File: src/common/sodc_defines.svh
`ifndef SODC_DEFINES_SVH
`define SODC_DEFINES_SVH

// ----------------------------------------
// Register byte offsets
// ----------------------------------------
`define SODC_A_CFG0 8'h00
`define SODC_A_OUT 8'h04
`define SODC_A_DIV 8'h08
`define SODC_A_CAL 8'h0c
`define SODC_A_STAT 8'h10
`define SODC_A_FACT 8'h14

// ----------------------------------------
// Field positions
// ----------------------------------------
`define SODC_CFG0_TRIG 0
`define SODC_CFG0_SLEEP 1
`define SODC_CFG0_FAST 2
`define SODC_CFG0_CFORCE 3
`define SODC_CFG0_AFORCE 4
`define SODC_CFG0_BFORCE 5
`define SODC_OUT_ASRC 0
`define SODC_OUT_BSRC 2
`define SODC_OUT_DBL 4
`define SODC_OUT_DIVPD 5
`define SODC_OUT_LVLA 8
`define SODC_OUT_LVLB 16
`define SODC_CAL_CORE 0
`define SODC_CAL_AMP 8
`define SODC_CAL_BAND 24
`define SODC_ST_BUSY 0
`define SODC_ST_PDN 1
`define SODC_ST_DIVPWR 2
`define SODC_ST_DBL 3
`define SODC_ST_BADDIV 4
`define SODC_ST_RECAL 5
`define SODC_ST_RATIO 16
`define SODC_FA_F0 0
`define SODC_FA_F1 8
`define SODC_FA_F2 16
`define SODC_FA_F3 24

// ----------------------------------------
// Source select codes and reset values
// ----------------------------------------
`define SODC_SRC_DIV 2'h0
`define SODC_SRC_VCO 2'h1
`define SODC_SRC_ALT 2'h2
`define SODC_RST_CFG0 6'h00
`define SODC_RST_OUT 22'h000005
`define SODC_RST_DIV 5'h00
`define SODC_RST_CAL 32'h00000000
`define SODC_DIV_CODES 5'h12
`define SODC_LVL_DUP_HI 2'h2
`define SODC_LVL_DUP_LO 2'h1
`define SODC_CAL_CYCLES 16'h0040

`endif

File: src/common/sodc_pkg.sv
package sodc_pkg;
  typedef logic [4:0] sodc_factor_t;
  typedef logic [9:0] sodc_ratio_t;
  typedef enum logic [0:0] {CAL_IDLE, CAL_RUN} sodc_cal_state_t;
endpackage : sodc_pkg

File: src/common/sodc_div_if.sv
`timescale 1ns/1ps
`default_nettype none
interface sodc_div_if;
  import sodc_pkg::*;
  logic [4:0] code;
  sodc_factor_t factor0;
  sodc_factor_t factor1;
  sodc_factor_t factor2;
  sodc_factor_t factor3;
  sodc_ratio_t ratio;
  logic invalid;
  modport dec (input code, output factor0, factor1, factor2, factor3, ratio, invalid);
  modport user (output code, input factor0, factor1, factor2, factor3, ratio, invalid);
endinterface : sodc_div_if
`default_nettype wire

File: src/core/sodc_div_decode.sv
`timescale 1ns/1ps
`default_nettype none
`include "sodc_defines.svh"
module sodc_div_decode
  import sodc_pkg::*;
(
  input wire logic mclk,
  input wire logic reset,
  sodc_div_if.dec div
);

  // ----------------------------------------
  // Segment lookup, stages one to three
  // ----------------------------------------
  function automatic logic [14:0] segLookup(input logic [4:0] code);
    logic [14:0] s;
    s = {5'h01, 5'h01, 5'h01};
    case (code)
      5'h00: s = {5'h01, 5'h01, 5'h01};
      5'h01: s = {5'h02, 5'h01, 5'h01};
      5'h02: s = {5'h03, 5'h01, 5'h01};
      5'h03: s = {5'h02, 5'h02, 5'h01};
      5'h04: s = {5'h03, 5'h02, 5'h01};
      5'h05: s = {5'h02, 5'h04, 5'h01};
      5'h06: s = {5'h02, 5'h06, 5'h01};
      5'h07: s = {5'h02, 5'h08, 5'h01};
      5'h08: s = {5'h03, 5'h08, 5'h01};
      5'h09: s = {5'h02, 5'h08, 5'h02};
      5'h0a: s = {5'h03, 5'h06, 5'h02};
      5'h0b: s = {5'h03, 5'h08, 5'h02};
      5'h0c: s = {5'h02, 5'h08, 5'h04};
      5'h0d: s = {5'h02, 5'h08, 5'h06};
      5'h0e: s = {5'h02, 5'h08, 5'h08};
      5'h0f: s = {5'h03, 5'h08, 5'h08};
      5'h10: s = {5'h02, 5'h08, 5'h10};
      5'h11: s = {5'h03, 5'h08, 5'h10};
      default: s = {5'h01, 5'h01, 5'h01};
    endcase
    return s;
  endfunction : segLookup

  sodc_factor_t f1_q, f1_d, f2_q, f2_d, f3_q, f3_d;
  logic [14:0] seg;
  logic isValid;

  always_comb begin
    seg = segLookup(div.code);
    isValid = (div.code < `SODC_DIV_CODES);
    f1_d = f1_q;
    f2_d = f2_q;
    f3_d = f3_q;
    if (isValid) begin // Bad code keeps last good factors
      f1_d = seg[14:10];
      f2_d = seg[9:5];
      f3_d = seg[4:0];
    end
  end

  always_ff @(posedge mclk or posedge reset) begin
    if (reset) begin
      f1_q <= 5'h01;
      f2_q <= 5'h01;
      f3_q <= 5'h01;
    end else begin
      f1_q <= f1_d;
      f2_q <= f2_d;
      f3_q <= f3_d;
    end
  end

  assign div.factor0 = 5'h02;
  assign div.factor1 = f1_q;
  assign div.factor2 = f2_q;
  assign div.factor3 = f3_q;
  // Four cascaded stages multiply
  assign div.ratio = 10'(div.factor0) * 10'(f1_q) * 10'(f2_q) * 10'(f3_q);
  assign div.invalid = ~isValid;

endmodule : sodc_div_decode
`default_nettype wire

File: src/core/sodc_top.sv
`timescale 1ns/1ps
`default_nettype none
`include "sodc_defines.svh"
// Overview of operation
// - Divider ratio is the product of four cascaded stage factors.
// - Five-bit divider code 0..17 picks table factors; 18..31 invalid.
// - Divider powered when A selects divider or B selects divider/frame ref.
// - Doubled VCO only reachable on output A, up to 19 GHz.
// - Level codes 32..47 act like 16..31.
// - Chip enable pin or sleep bit controls powerdown.
// - Full calibration always runs from supplied start values.
// - Writing first config word with trigger set starts calibration.
module sodc_top
  import sodc_pkg::*;
#(
  parameter logic [15:0] CAL_CYCLES = `SODC_CAL_CYCLES
) (
  input wire logic mclk,
  input wire logic reset,
  input wire logic hsel,
  input wire logic [31:0] haddr,
  input wire logic [1:0] htrans,
  input wire logic hwrite,
  input wire logic [2:0] hsize,
  input wire logic [31:0] hwdata,
  input wire logic hready,
  output logic hreadyout,
  output logic hresp,
  output logic [31:0] hrdata,
  input wire logic chipEnable,
  output logic powerDown,
  output logic divPowerOn,
  output logic doublerOn,
  output logic [1:0] outASource,
  output logic [1:0] outBSource,
  output logic [5:0] levelA,
  output logic [5:0] levelB,
  output logic [4:0] stageFactor0,
  output logic [4:0] stageFactor1,
  output logic [4:0] stageFactor2,
  output logic [4:0] stageFactor3,
  output logic [9:0] divRatio,
  output logic calStart,
  output logic calBusy,
  output logic fastRecalOn,
  output logic coreForce,
  output logic amplitudeForce,
  output logic bandForce,
  output logic [2:0] coreSelect,
  output logic [8:0] amplitudeStartCode,
  output logic [7:0] bandStartCode
);

  // A zero count would wrap and stay in the running state for 65536 cycles
  if (CAL_CYCLES == 16'h0000) begin : g_cal_check
    $error("CAL_CYCLES must be at least one");
  end

  // ----------------------------------------
  // Helpers
  // ----------------------------------------
  // Upper duplicate band folds onto 16..31
  function automatic logic [5:0] foldLevel(input logic [5:0] lvl);
    return (lvl[5:4] == `SODC_LVL_DUP_HI) ? {`SODC_LVL_DUP_LO, lvl[3:0]} : lvl;
  endfunction : foldLevel

  // ----------------------------------------
  // State
  // ----------------------------------------
  logic [5:0] cfg0_q, cfg0_d;
  logic [21:0] out_q, out_d;
  logic [4:0] div_q, div_d;
  logic [31:0] cal_q, cal_d;
  logic wrPend_q, wrPend_d;
  logic [7:0] addr_q, addr_d;
  logic [31:0] rdata_q, rdata_d;
  sodc_cal_state_t state_q, state_d;
  logic [15:0] cnt_q, cnt_d;
  logic start_q, start_d;
  logic pdn_q, pdn_d;
  logic recal_q, recal_d;
  logic addrPhase, trigWrite, pdnNow, divPwr, dblOn;
  logic [31:0] statusWord, factWord;

  sodc_div_if divBus ();

  sodc_div_decode u_dec (
    .mclk(mclk),
    .reset(reset),
    .div(divBus.dec)
  );

  assign divBus.code = div_q;

  // ----------------------------------------
  // Register bus and configuration
  // ----------------------------------------
  always_comb begin
    addrPhase = hsel && hready && htrans[1];
    addr_d = addrPhase ? haddr[7:0] : addr_q;
    wrPend_d = addrPhase && hwrite;
    cfg0_d = cfg0_q;
    out_d = out_q;
    div_d = div_q;
    cal_d = cal_q;
    trigWrite = 1'b0;
    if (wrPend_q) begin
      case (addr_q)
        `SODC_A_CFG0: begin
          cfg0_d = hwdata[5:0];
          trigWrite = hwdata[`SODC_CFG0_TRIG];
        end
        `SODC_A_OUT: out_d = hwdata[21:0];
        `SODC_A_DIV: div_d = hwdata[4:0];
        `SODC_A_CAL: cal_d = hwdata;
        default: ;
      endcase
    end
    // Read mux sees the next values so a write just before is visible
    rdata_d = rdata_q;
    if (addrPhase && !hwrite) begin
      case (haddr[7:0])
        `SODC_A_CFG0: rdata_d = {26'h0, cfg0_d};
        `SODC_A_OUT: rdata_d = {10'h0, out_d};
        `SODC_A_DIV: rdata_d = {27'h0, div_d};
        `SODC_A_CAL: rdata_d = {cal_d[31:24], 7'h0, cal_d[16:8], 5'h0, cal_d[2:0]};
        `SODC_A_STAT: rdata_d = statusWord;
        `SODC_A_FACT: rdata_d = factWord;
        default: rdata_d = 32'h0;
      endcase
    end
  end

  always_ff @(posedge mclk or posedge reset) begin
    if (reset) begin
      cfg0_q <= `SODC_RST_CFG0;
      out_q <= `SODC_RST_OUT;
      div_q <= `SODC_RST_DIV;
      cal_q <= `SODC_RST_CAL;
      wrPend_q <= 1'b0;
      addr_q <= 8'h00;
      rdata_q <= 32'h0;
    end else begin
      cfg0_q <= cfg0_d;
      out_q <= out_d;
      div_q <= div_d;
      cal_q <= cal_d;
      wrPend_q <= wrPend_d;
      addr_q <= addr_d;
      rdata_q <= rdata_d;
    end
  end

  // ----------------------------------------
  // Output path decode
  // ----------------------------------------
  always_comb begin
    // Own powerdown bit cannot override a selected divider
    divPwr = (out_q[`SODC_OUT_ASRC +: 2] == `SODC_SRC_DIV) ||
             (out_q[`SODC_OUT_BSRC +: 2] == `SODC_SRC_DIV) ||
             (out_q[`SODC_OUT_BSRC +: 2] == `SODC_SRC_ALT);
    // Code 2 on B means frame ref, never doubler
    dblOn = (out_q[`SODC_OUT_ASRC +: 2] == `SODC_SRC_ALT) && out_q[`SODC_OUT_DBL];
    pdnNow = !chipEnable || cfg0_q[`SODC_CFG0_SLEEP];
    statusWord = {6'h0, divBus.ratio, 10'h0, recal_q, divBus.invalid, dblOn, divPwr, pdn_q,
                  (state_q == CAL_RUN)};
    factWord = {3'h0, divBus.factor3, 3'h0, divBus.factor2, 3'h0, divBus.factor1,
                3'h0, divBus.factor0};
  end

  // ----------------------------------------
  // Calibration and powerdown tracking
  // ----------------------------------------
  always_comb begin
    state_d = state_q;
    cnt_d = cnt_q;
    start_d = trigWrite;
    pdn_d = pdnNow;
    recal_d = recal_q;
    if (trigWrite) begin
      recal_d = 1'b0;
    end
    if (pdn_q && !pdnNow) begin // Exit sets, and wins over a same-cycle trigger
      recal_d = 1'b1;
    end
    case (state_q)
      CAL_IDLE: begin
        if (trigWrite) begin
          state_d = CAL_RUN;
          cnt_d = CAL_CYCLES;
        end
      end
      CAL_RUN: begin
        // Full sweep always runs; start codes only seed it
        if (trigWrite) begin
          cnt_d = CAL_CYCLES;
        end else if (cnt_q == 16'h0001) begin
          state_d = CAL_IDLE;
          cnt_d = 16'h0000;
        end else begin
          cnt_d = cnt_q - 16'h0001;
        end
      end
      default: begin
        state_d = CAL_IDLE;
        cnt_d = 16'h0000;
      end
    endcase
  end

  always_ff @(posedge mclk or posedge reset) begin
    if (reset) begin
      state_q <= CAL_IDLE;
      cnt_q <= 16'h0000;
      start_q <= 1'b0;
      pdn_q <= 1'b0;
      recal_q <= 1'b0;
    end else begin
      state_q <= state_d;
      cnt_q <= cnt_d;
      start_q <= start_d;
      pdn_q <= pdn_d;
      recal_q <= recal_d;
    end
  end

  // ----------------------------------------
  // Outputs
  // ----------------------------------------
  assign hreadyout = 1'b1;
  assign hresp = 1'b0;
  assign hrdata = rdata_q;
  assign powerDown = pdn_q;
  assign divPowerOn = divPwr;
  assign doublerOn = dblOn;
  assign outASource = out_q[`SODC_OUT_ASRC +: 2];
  assign outBSource = out_q[`SODC_OUT_BSRC +: 2];
  assign levelA = foldLevel(out_q[`SODC_OUT_LVLA +: 6]);
  assign levelB = foldLevel(out_q[`SODC_OUT_LVLB +: 6]);
  assign stageFactor0 = divBus.factor0;
  assign stageFactor1 = divBus.factor1;
  assign stageFactor2 = divBus.factor2;
  assign stageFactor3 = divBus.factor3;
  assign divRatio = divBus.ratio;
  assign calStart = start_q;
  assign calBusy = (state_q == CAL_RUN);
  assign fastRecalOn = cfg0_q[`SODC_CFG0_FAST];
  assign coreForce = cfg0_q[`SODC_CFG0_CFORCE];
  assign amplitudeForce = cfg0_q[`SODC_CFG0_AFORCE];
  assign bandForce = cfg0_q[`SODC_CFG0_BFORCE];
  assign coreSelect = cal_q[`SODC_CAL_CORE +: 3];
  assign amplitudeStartCode = cal_q[`SODC_CAL_AMP +: 9];
  assign bandStartCode = cal_q[`SODC_CAL_BAND +: 8];

endmodule : sodc_top
`default_nettype wire

File: config.mk
export PLATFORM = sky130hd
export DESIGN_NAME = sodc_top
export DESIGN_NICKNAME = d
export VERILOG_FILES = /design/src/common/sodc_pkg.sv /design/src/common/sodc_div_if.sv /design/src/core/sodc_div_decode.sv /design/src/core/sodc_top.sv
export VERILOG_INCLUDE_DIRS = /design/src /design/src/common
export SDC_FILE = /design/constraint.sdc
export NUM_CORES = 1
export LEC_CHECK = 0
export BUFFER_PORTS_ARGS = -buffer_cell sky130_fd_sc_hd__buf_2
export CAP_MARGIN = 20
export CORE_MARGIN = 5
export CORE_UTILIZATION = 45
export DETAILED_ROUTE_END_ITERATION = 10
export PLACE_DENSITY = 0.74
export SLEW_MARGIN = 5
export SYNTH_ARGS = -nofsm -noshare
export SYNTH_HDL_FRONTEND = slang
export SYNTH_SLANG_ARGS = --single-unit
File: constraint.sdc
create_clock -name mclk -period 6.2 [get_ports mclk]
set_input_delay 1.24 -clock mclk [delete_from_list [all_inputs] [get_ports mclk]]
set_output_delay 1.24 -clock mclk [all_outputs]
set_load 0.03 [all_outputs]
==> results.md, run 1 <==
- Final Instance Area: ~8400 um2
- Worst hold start: hrdata[12]
- Reg2Reg Setup Slack: 1.55 ns
- DIE WIDTH: roughly 130 um
- Pleak: 4.22 nW
- Post-synthesis cell area: 6900 um2
- Clock-pin slew on the worst setup and hold paths: 0.05 ns
- Worst reg2reg startpoint: u_dec.div.factor1[0]
- Fill count: 1311
- Seq pwr share: 37.5%
- Die height: about 130 um
- Slowest CP cell: dfstp_2
- Core ar.: 15100 um2
- Cell taking the most area after synthesis: dfrtp_1
- Power Total: 2.68 mW
- Setup Skew: 0.00642 ns
- DRT antenna net count: 0
- Synth warn: 0
- Top-count cell post-synth: dfrtp_1
- GRT met1 Usage: 26.1%
- Critical path type: flop to primary output
- Final setup viols: 0
- Later-pin clock latency in the skew report: 0.42 ns
- Global route overflow: 0
- Drc violations: 0
- Worst Path Max Fanout: 5
- Pin slew with the least headroom to its limit: 0.933 ns
- Largest net degree at the start of global routing: 76
- Tcrit/Tclk final: 97.8%
- Critical-path cell list: and2_4 > ha_4 > ha_4 > ha_4 > and2_4 > fa_1 > fa_1 > inv_1 > fa_1 > inv_1 > ha_4 > o21a_1 > o31a_1 > o21ai_1 > nand2b_1 > xnor2_2 > buf_6
- Slew Limit Fails: 0
- Global-route met3 utilization: 4.80%
- Yosys reg bits: approximately 130
- Sw Ratio: 31.5%
- DR WL/cell: about 18 um
- Ratio of cells with drive above 1 in the final layout: 35.1%
- Syn Inst Count: 644
- CTS max path bufs: 2
- Synth Area in XOR/XNOR: 1.60%
- FF-to-FF End: hrdata[25]
- Final wirelength: 17900 um
- Hold depth: 2
- Endpoint, Worst Hold: hrdata[12]
- Largest family of logic cells by synthesized area: simple AND/OR/NAND/NOR gates
- Initial core utilization: 45.7%
- Post-synth ARST share: 100%
- Synth Area in Simple Gates: 15.6%
- Buffers added on ports: approximately 140
- EDFF count, synth: 0
- Worst Setup Start Kind: flop
- Post-synthesis adder-cell area fraction: under 10%
- Clock Sinks: 125
- Compound-Gate Fraction of Synth Area: 12.2%
- Top cell by count, worst path: ha_4
- Part of the power in the clock network: 38.4%
- Diodes inserted: 0
- Vias in the first global route: 5263
- Post-synthesis mux area share: 9.96%
- Hpwl dp: between 10000 and 15000 um
- Status: complete, no violations
- Global placer's final weighted congestion: around 0.86
- Most frequent cells after synthesis: dfrtp_1 (120), nand2_1 (68), mux2_2 (57)
- Area grow syn2layout: 21.9%
- CP required: roughly 5 ns
- Max_cap viols: 0
- Max Fclk: 165 MHz
- DR pass1 iterations: 5
- Die area: 17900 um2
- Worst endpoint data arrival time: roughly 4.8 ns
- Gr usage total: 20.0%
- H-tree depth: 4
- Row cnt: 45
- Hold Vio Cnt, Final: 0
- IO Count: between 150 and 200
- Cells on worst reg2reg path: 17
- Total CTS buffers: 17
- Most Crowded Layer GR: met2
- DP Area: 7580 um2
- Top-area cell type share of the netlist area: 43.5%
- Sw power: approximately 840 uW
- Post-synth top flop: dfrtp_1
- Synth unique cells: 64
- Synth top area cells: dfrtp_1 (44%), mux2_2 (9.3%), ha_1 (4.9%)
- Drt first-iter violations: approximately 390
- CTS tree: yes
- Avg Vias per Cell: ~5.5
- Critical path capture point type: primary output
- Top delay family on crit path: adder cells
- Initial antenna violation count: 0
- Synthesized area per cell: 10.7 um2
- Worst path max stage delay: 0.56 ns
- Share of power burned in combinational logic: 24.1%
- WP buf/inv: 3
- Vias: 5383
- Peak VDD IR: 218 uV
- Hold WC Path Type: flop to flop
- Internal: 1.83 mW
- Sequential-to-total area share from yosys stat: 45.4%
- Met2 Resource Use GR: 32.6%
- Fin crit period: 6.06 ns
- Relative slew margins: 37.7%
- Pwr/cell area: approximately 320 nW/um2
- Final nets: approximately 890
- Clock root cell: clkbuf_16
- First-pass GRT wire length: between 20000 and 30000 um
==> worst min-delay path: cells and delay by family (launching register included) <==
kind	cells	cell delay [ns]
DFF	1	0.34
and+or+nand+nor	2	0.10
==> layout by cell type (no fill, tap or decap), types with 3 or more instances in the layout <==
cell type	n
a21oi_1	16
a221o_1	9
a22o_1	18
a22oi_1	14
a32o_1	3
and2_1	26
and3_1	7
buf_2	140
buf_4	11
bufinv_16	3
clkbuf_1	3
clkbuf_16	17
clkbuf_8	5
conb_1	12
dfrtp_1	119
dfstp_2	5
fa_1	13
ha_1	19
ha_4	7
inv_1	31
mux2_2	57
mux2_4	3
nand2_1	68
nand2b_1	10
nand3_1	9
nand3b_1	3
nand4b_1	3
nor2_1	39
nor2b_1	6
nor3_1	10
nor3b_1	3
nor4_1	4
o21ai_0	30
o21ai_1	4
o31ai_1	4
or2_2	3
xnor2_1	4
xnor2_2	3
==> per-stage QoR <==
| step | setup TNS [ns] | hold WS (ns) | setup slack, ns | utilization [%] | std cells |
|---|---|---|---|---|---|
| floorplan | 0 | 0.436 | 0.103 | - | 654 |
| global placement | 0 | 0.455 | 0.298 | 50.2 | 937 |
| finish | 0 | 0.469 | 0.137 | 55.7 | 975 |
| detailed placement | 0 | 0.454 | 0.272 | 50.2 | 937 |
| global route | -0.0242 | 0.493 | -0.0242 | 55.7 | 975 |
| CTS | 0 | 0.466 | 0.0386 | 54.9 | 968 |
==> registers in the layout (all words and copies together) (netlist names) <==
signal	cells
cfg0_q	6
addr_q	8
recal_q	1
calStart	1
calBusy	1
divBus.code	5
out_q	22
hrdata	32
u_dec.div.factor2	4
cal_q	20
powerDown	1
u_dec.div.factor1	2
wrPend_q	1
cnt_q	16
u_dec.div.factor3	5
==> cells by family after synthesis <==
| kind of cell | Yosys count |
|---|---|
| buf+inv | 82 |
| flops | 125 |
| simple gates | 206 |
| other cells | 2 |
| mux | 60 |
| xor+xnor | 11 |
| compound gates | 118 |
| fa+ha+maj | 40 |
==> cell type report <==
| class | count | area [um2] | share of cell area, % |
|---|---|---|---|
| Tap cell | 188 | 235 | 2.80 |
| Clock inverter | 5 | 105 | 1.25 |
| Sequential cell | 125 | 3140 | 37.3 |
| Clock buffer | 25 | 505 | 6.01 |
| Multi-Input combinational cell | 447 | 3490 | 41.6 |
| Timing Repair Buffer | 153 | 806 | 9.59 |
| Inverter | 32 | 123 | 1.46 |
==> layer usage <==
layer  wire length (um)  up-vias
met5                  0        -
met3               1070       39
met1               7680     2680
met2               8740      181
li1                   -     2483
met4                435        0
==> repair_timing <==
item | CTS | global route
pin swaps | 2 | 9
setup buffers | 1 | 7
hold buffers | 0 | 0
resized for setup | 10 | 13
endpoints found under the setup margin | 1 | 1
==> power groups by stage <==
stage / Combinational [mW] / Clock [mW] / Sequential (mW)
6_report: 0.644 / 1.03 / 1.00
3_5_place_dp: 0.583 / 0 / 1.01
5_1_grt: 0.708 / 1.08 / 1.02
2_1_floorplan: 0.422 / 0 / 1.02
3_3_place_gp: 0.569 / 0 / 1.01
4_1_cts: 0.613 / 1.04 / 1.00
==> how the worst max path moves through the flow <==
stage                     cells past startpoint                 start          end
after global placement                       17  u_dec.div.factor1[0]  divRatio[9]
after CTS                                    17  u_dec.div.factor1[1]  divRatio[9]
after global routing                         17  u_dec.div.factor1[0]  divRatio[9]
final                                        17  u_dec.div.factor1[0]  divRatio[9]
after detailed placement                     17  u_dec.div.factor1[0]  divRatio[9]
after floorplan                              16  u_dec.div.factor1[0]  divRatio[9]
Note: power is estimated with default switching activity, not from simulation.
==> run 2, diff against run 1 <==
--- a/config.mk
+++ b/config.mk
@@ -9,9 +9,9 @@
 export BUFFER_PORTS_ARGS = -buffer_cell sky130_fd_sc_hd__buf_2
 export CAP_MARGIN = 20
 export CORE_MARGIN = 5
-export CORE_UTILIZATION = 45
+export CORE_UTILIZATION = 53
 export DETAILED_ROUTE_END_ITERATION = 10
-export PLACE_DENSITY = 0.74
+export PLACE_DENSITY = 0.84
 export SLEW_MARGIN = 5
 export SYNTH_ARGS = -nofsm -noshare
 export SYNTH_HDL_FRONTEND = slang
==> run 2 against run 1 <==
  * Sequential power barely moved
  * Non-clock buffer count is 1 lower
  * Via count is 1.1% higher
  * Clock power shrank 8%
  * Power is 3.2% lower
  * Largest power group is now sequential cells
==> results.md, run 2 (synthesis results as in run 1) <==
- Worst Setup Start Kind: flop
- Max Fclk: 165 MHz
- Fin crit period: 6.07 ns
- Max reg flops: 32
- H-tree depth: 4
- Pleak: 4.20 nW
- Cells on worst reg2reg path: 18
- Later-pin clock latency in the skew report: 0.42 ns
- Hold WC Path Type: flop to flop
- Global route overflow: 0
- Worst hold start: hrdata[13]
- Hpwl dp: 12400 um
- Avg Vias per Cell: 5.67
- IO Count: 184
- Critical path type: flop to primary output
- Worst endpoint data arrival time: 4.83 ns
- Buffers added on ports: 141
- Most common cell after layout, fill and taps aside: buf_2
- DP Cell Count: 922
- DR WL/cell: ~18 um
- Pwr/cell area: 312 nW/um2
- Hold-fix buffer count after cts: 0
- Die height: 124 um
- Worst reg2reg startpoint: u_dec.div.factor1[0]
- DP Worst Slack: 0.285 ns
- DIE WIDTH: 124 um
- DP Area: 7570 um2
- Setup Skew: ~0.014 ns
- Final setup viols: 0
- Drc violations: 0
- Clock root cell: clkbuf_16
- Clock-pin slew on the worst setup and hold paths: approximately 0.050 ns
- Ratio of cells with drive above 1 in the final layout: about a third
- Endpoint, Worst Hold: hrdata[13]
- Global placer's final weighted congestion: 0.854
- Final nets: 890
- DR pass1 iterations: 7
- Max_cap viols: 0
- Final Instance Area: between 8000 and 9000 um2
- Critical path capture point type: primary output
- Gr usage total: 22.9%
- Setup TNS: 0 ns
- Hold depth: 2
- Slew Limit Fails: 0
- Reg2Reg Setup Slack: 1.51 ns
- Non-filler cells, final: 960
- Relative slew margins: 38.4%
- DRT antenna net count: 0
- Vias in the first global route: 5270
- Largest net degree at the start of global routing: 75
- CP required: 4.96 ns
- Diodes inserted: 0
- Final wirelength: 17700 um
- Worst Path Max Fanout: 9
- Initial core utilization: 54.4%
- Area grow syn2layout: 20.5%
- First-pass GRT wire length: 27000 um
- CTS max path bufs: 2
- Worst Setup SP: u_dec.div.factor1[0]
- Most frequent cells in the layout: buf_2 (140), dfrtp_1 (118), nand2_1 (68)
- Pin slew with the least headroom to its limit: 0.922 ns
- Clock Sinks: roughly 130
- Hold Vio Cnt, Final: 0
- Final setup margin: 0.134 ns
- Row cnt: 41
- Vias: 5444
- Die area: 15400 um2
- Initial antenna violation count: 0
- CTS tree: yes
- Core ar.: 12700 um2
- Tcrit/Tclk final: 97.8%
- Total CTS buffers: 17
- FF-to-FF End: hrdata[25]
- Status: complete, no violations
- Drt first-iter violations: 466
- Peak VDD IR: 198 uV
==> run 2: what timing repair did <==
| item | CTS | global route |
|---|---|---|
| setup endpoints to repair | 1 | 3 |
| gates resized for setup | 5 | 14 |
| setup buffers | 1 | 5 |
| pin swaps | 5 | 8 |
==> run 2: cell type report <==
type                            count  area, um2
Fill cell                        1018       4360
Clock buffer                       26        509
Sequential cell                   125       3140
Timing Repair Buffer              152        798
Inverter                           32        123
Clock inverter                      6       57.6
Multi-Input combinational cell    447       3470
Tap cell                          172        215
==> run 2: layer usage <==
layer / up-vias / GRT usage, % / part of all wire [%]
li1: 2485 / - / -
met1: 2690 / 28.7 / 41
met2: 233 / 38.3 / 50
met3: 36 / 6.04 / 7.1
met4: 0 / 8.01 / 2.3
met5: - / 0 / 0
==> run 2: critical path, stage by stage (launching register included) <==
cell      delay, ns
dfstp_2        0.56
buf_6          0.15
and2_1         0.15
ha_1           0.17
ha_2           0.22
ha_4           0.21
and2_4         0.15
fa_1           0.46
fa_1           0.54
inv_1          0.05
fa_1           0.53
inv_1          0.06
ha_4           0.25
o21a_1         0.19
o31a_1         0.12
o21ai_1        0.14
nand2b_1       0.10
xnor2_2        0.17
buf_6          0.16
==> run 2: report_power, final <==
| group | total (mW) | switching (mW) | internal, mW |
|---|---|---|---|
| Clock | 0.952 | 0.350 | 0.601 |
| Combinational | 0.637 | 0.391 | 0.246 |
| Sequential | 1.00 | 0.105 | 0.899 |
==> run 2: worst max-delay path by stage <==
stage | slack [ns] | depth (start not counted) | to
final | 0.13 | 18 | divRatio[9]
after global routing | -0.02 | 18 | divRatio[9]
after CTS | 0.01 | 17 | divRatio[9]
after detailed placement | 0.29 | 17 | divRatio[9]
after global placement | 0.33 | 17 | divRatio[9]
after floorplan | 0.10 | 16 | divRatio[9]
==> run 2: through the flow <==
step / utilization [%] / power (mW) / hold WS [ns]
global placement: 59.7 / 1.58 / 0.448
finish: 65.6 / 2.59 / 0.461
floorplan: - / 1.44 / 0.436
global route: 65.6 / 2.72 / 0.469
detailed placement: 59.7 / 1.60 / 0.452
CTS: 64.6 / 2.57 / 0.464
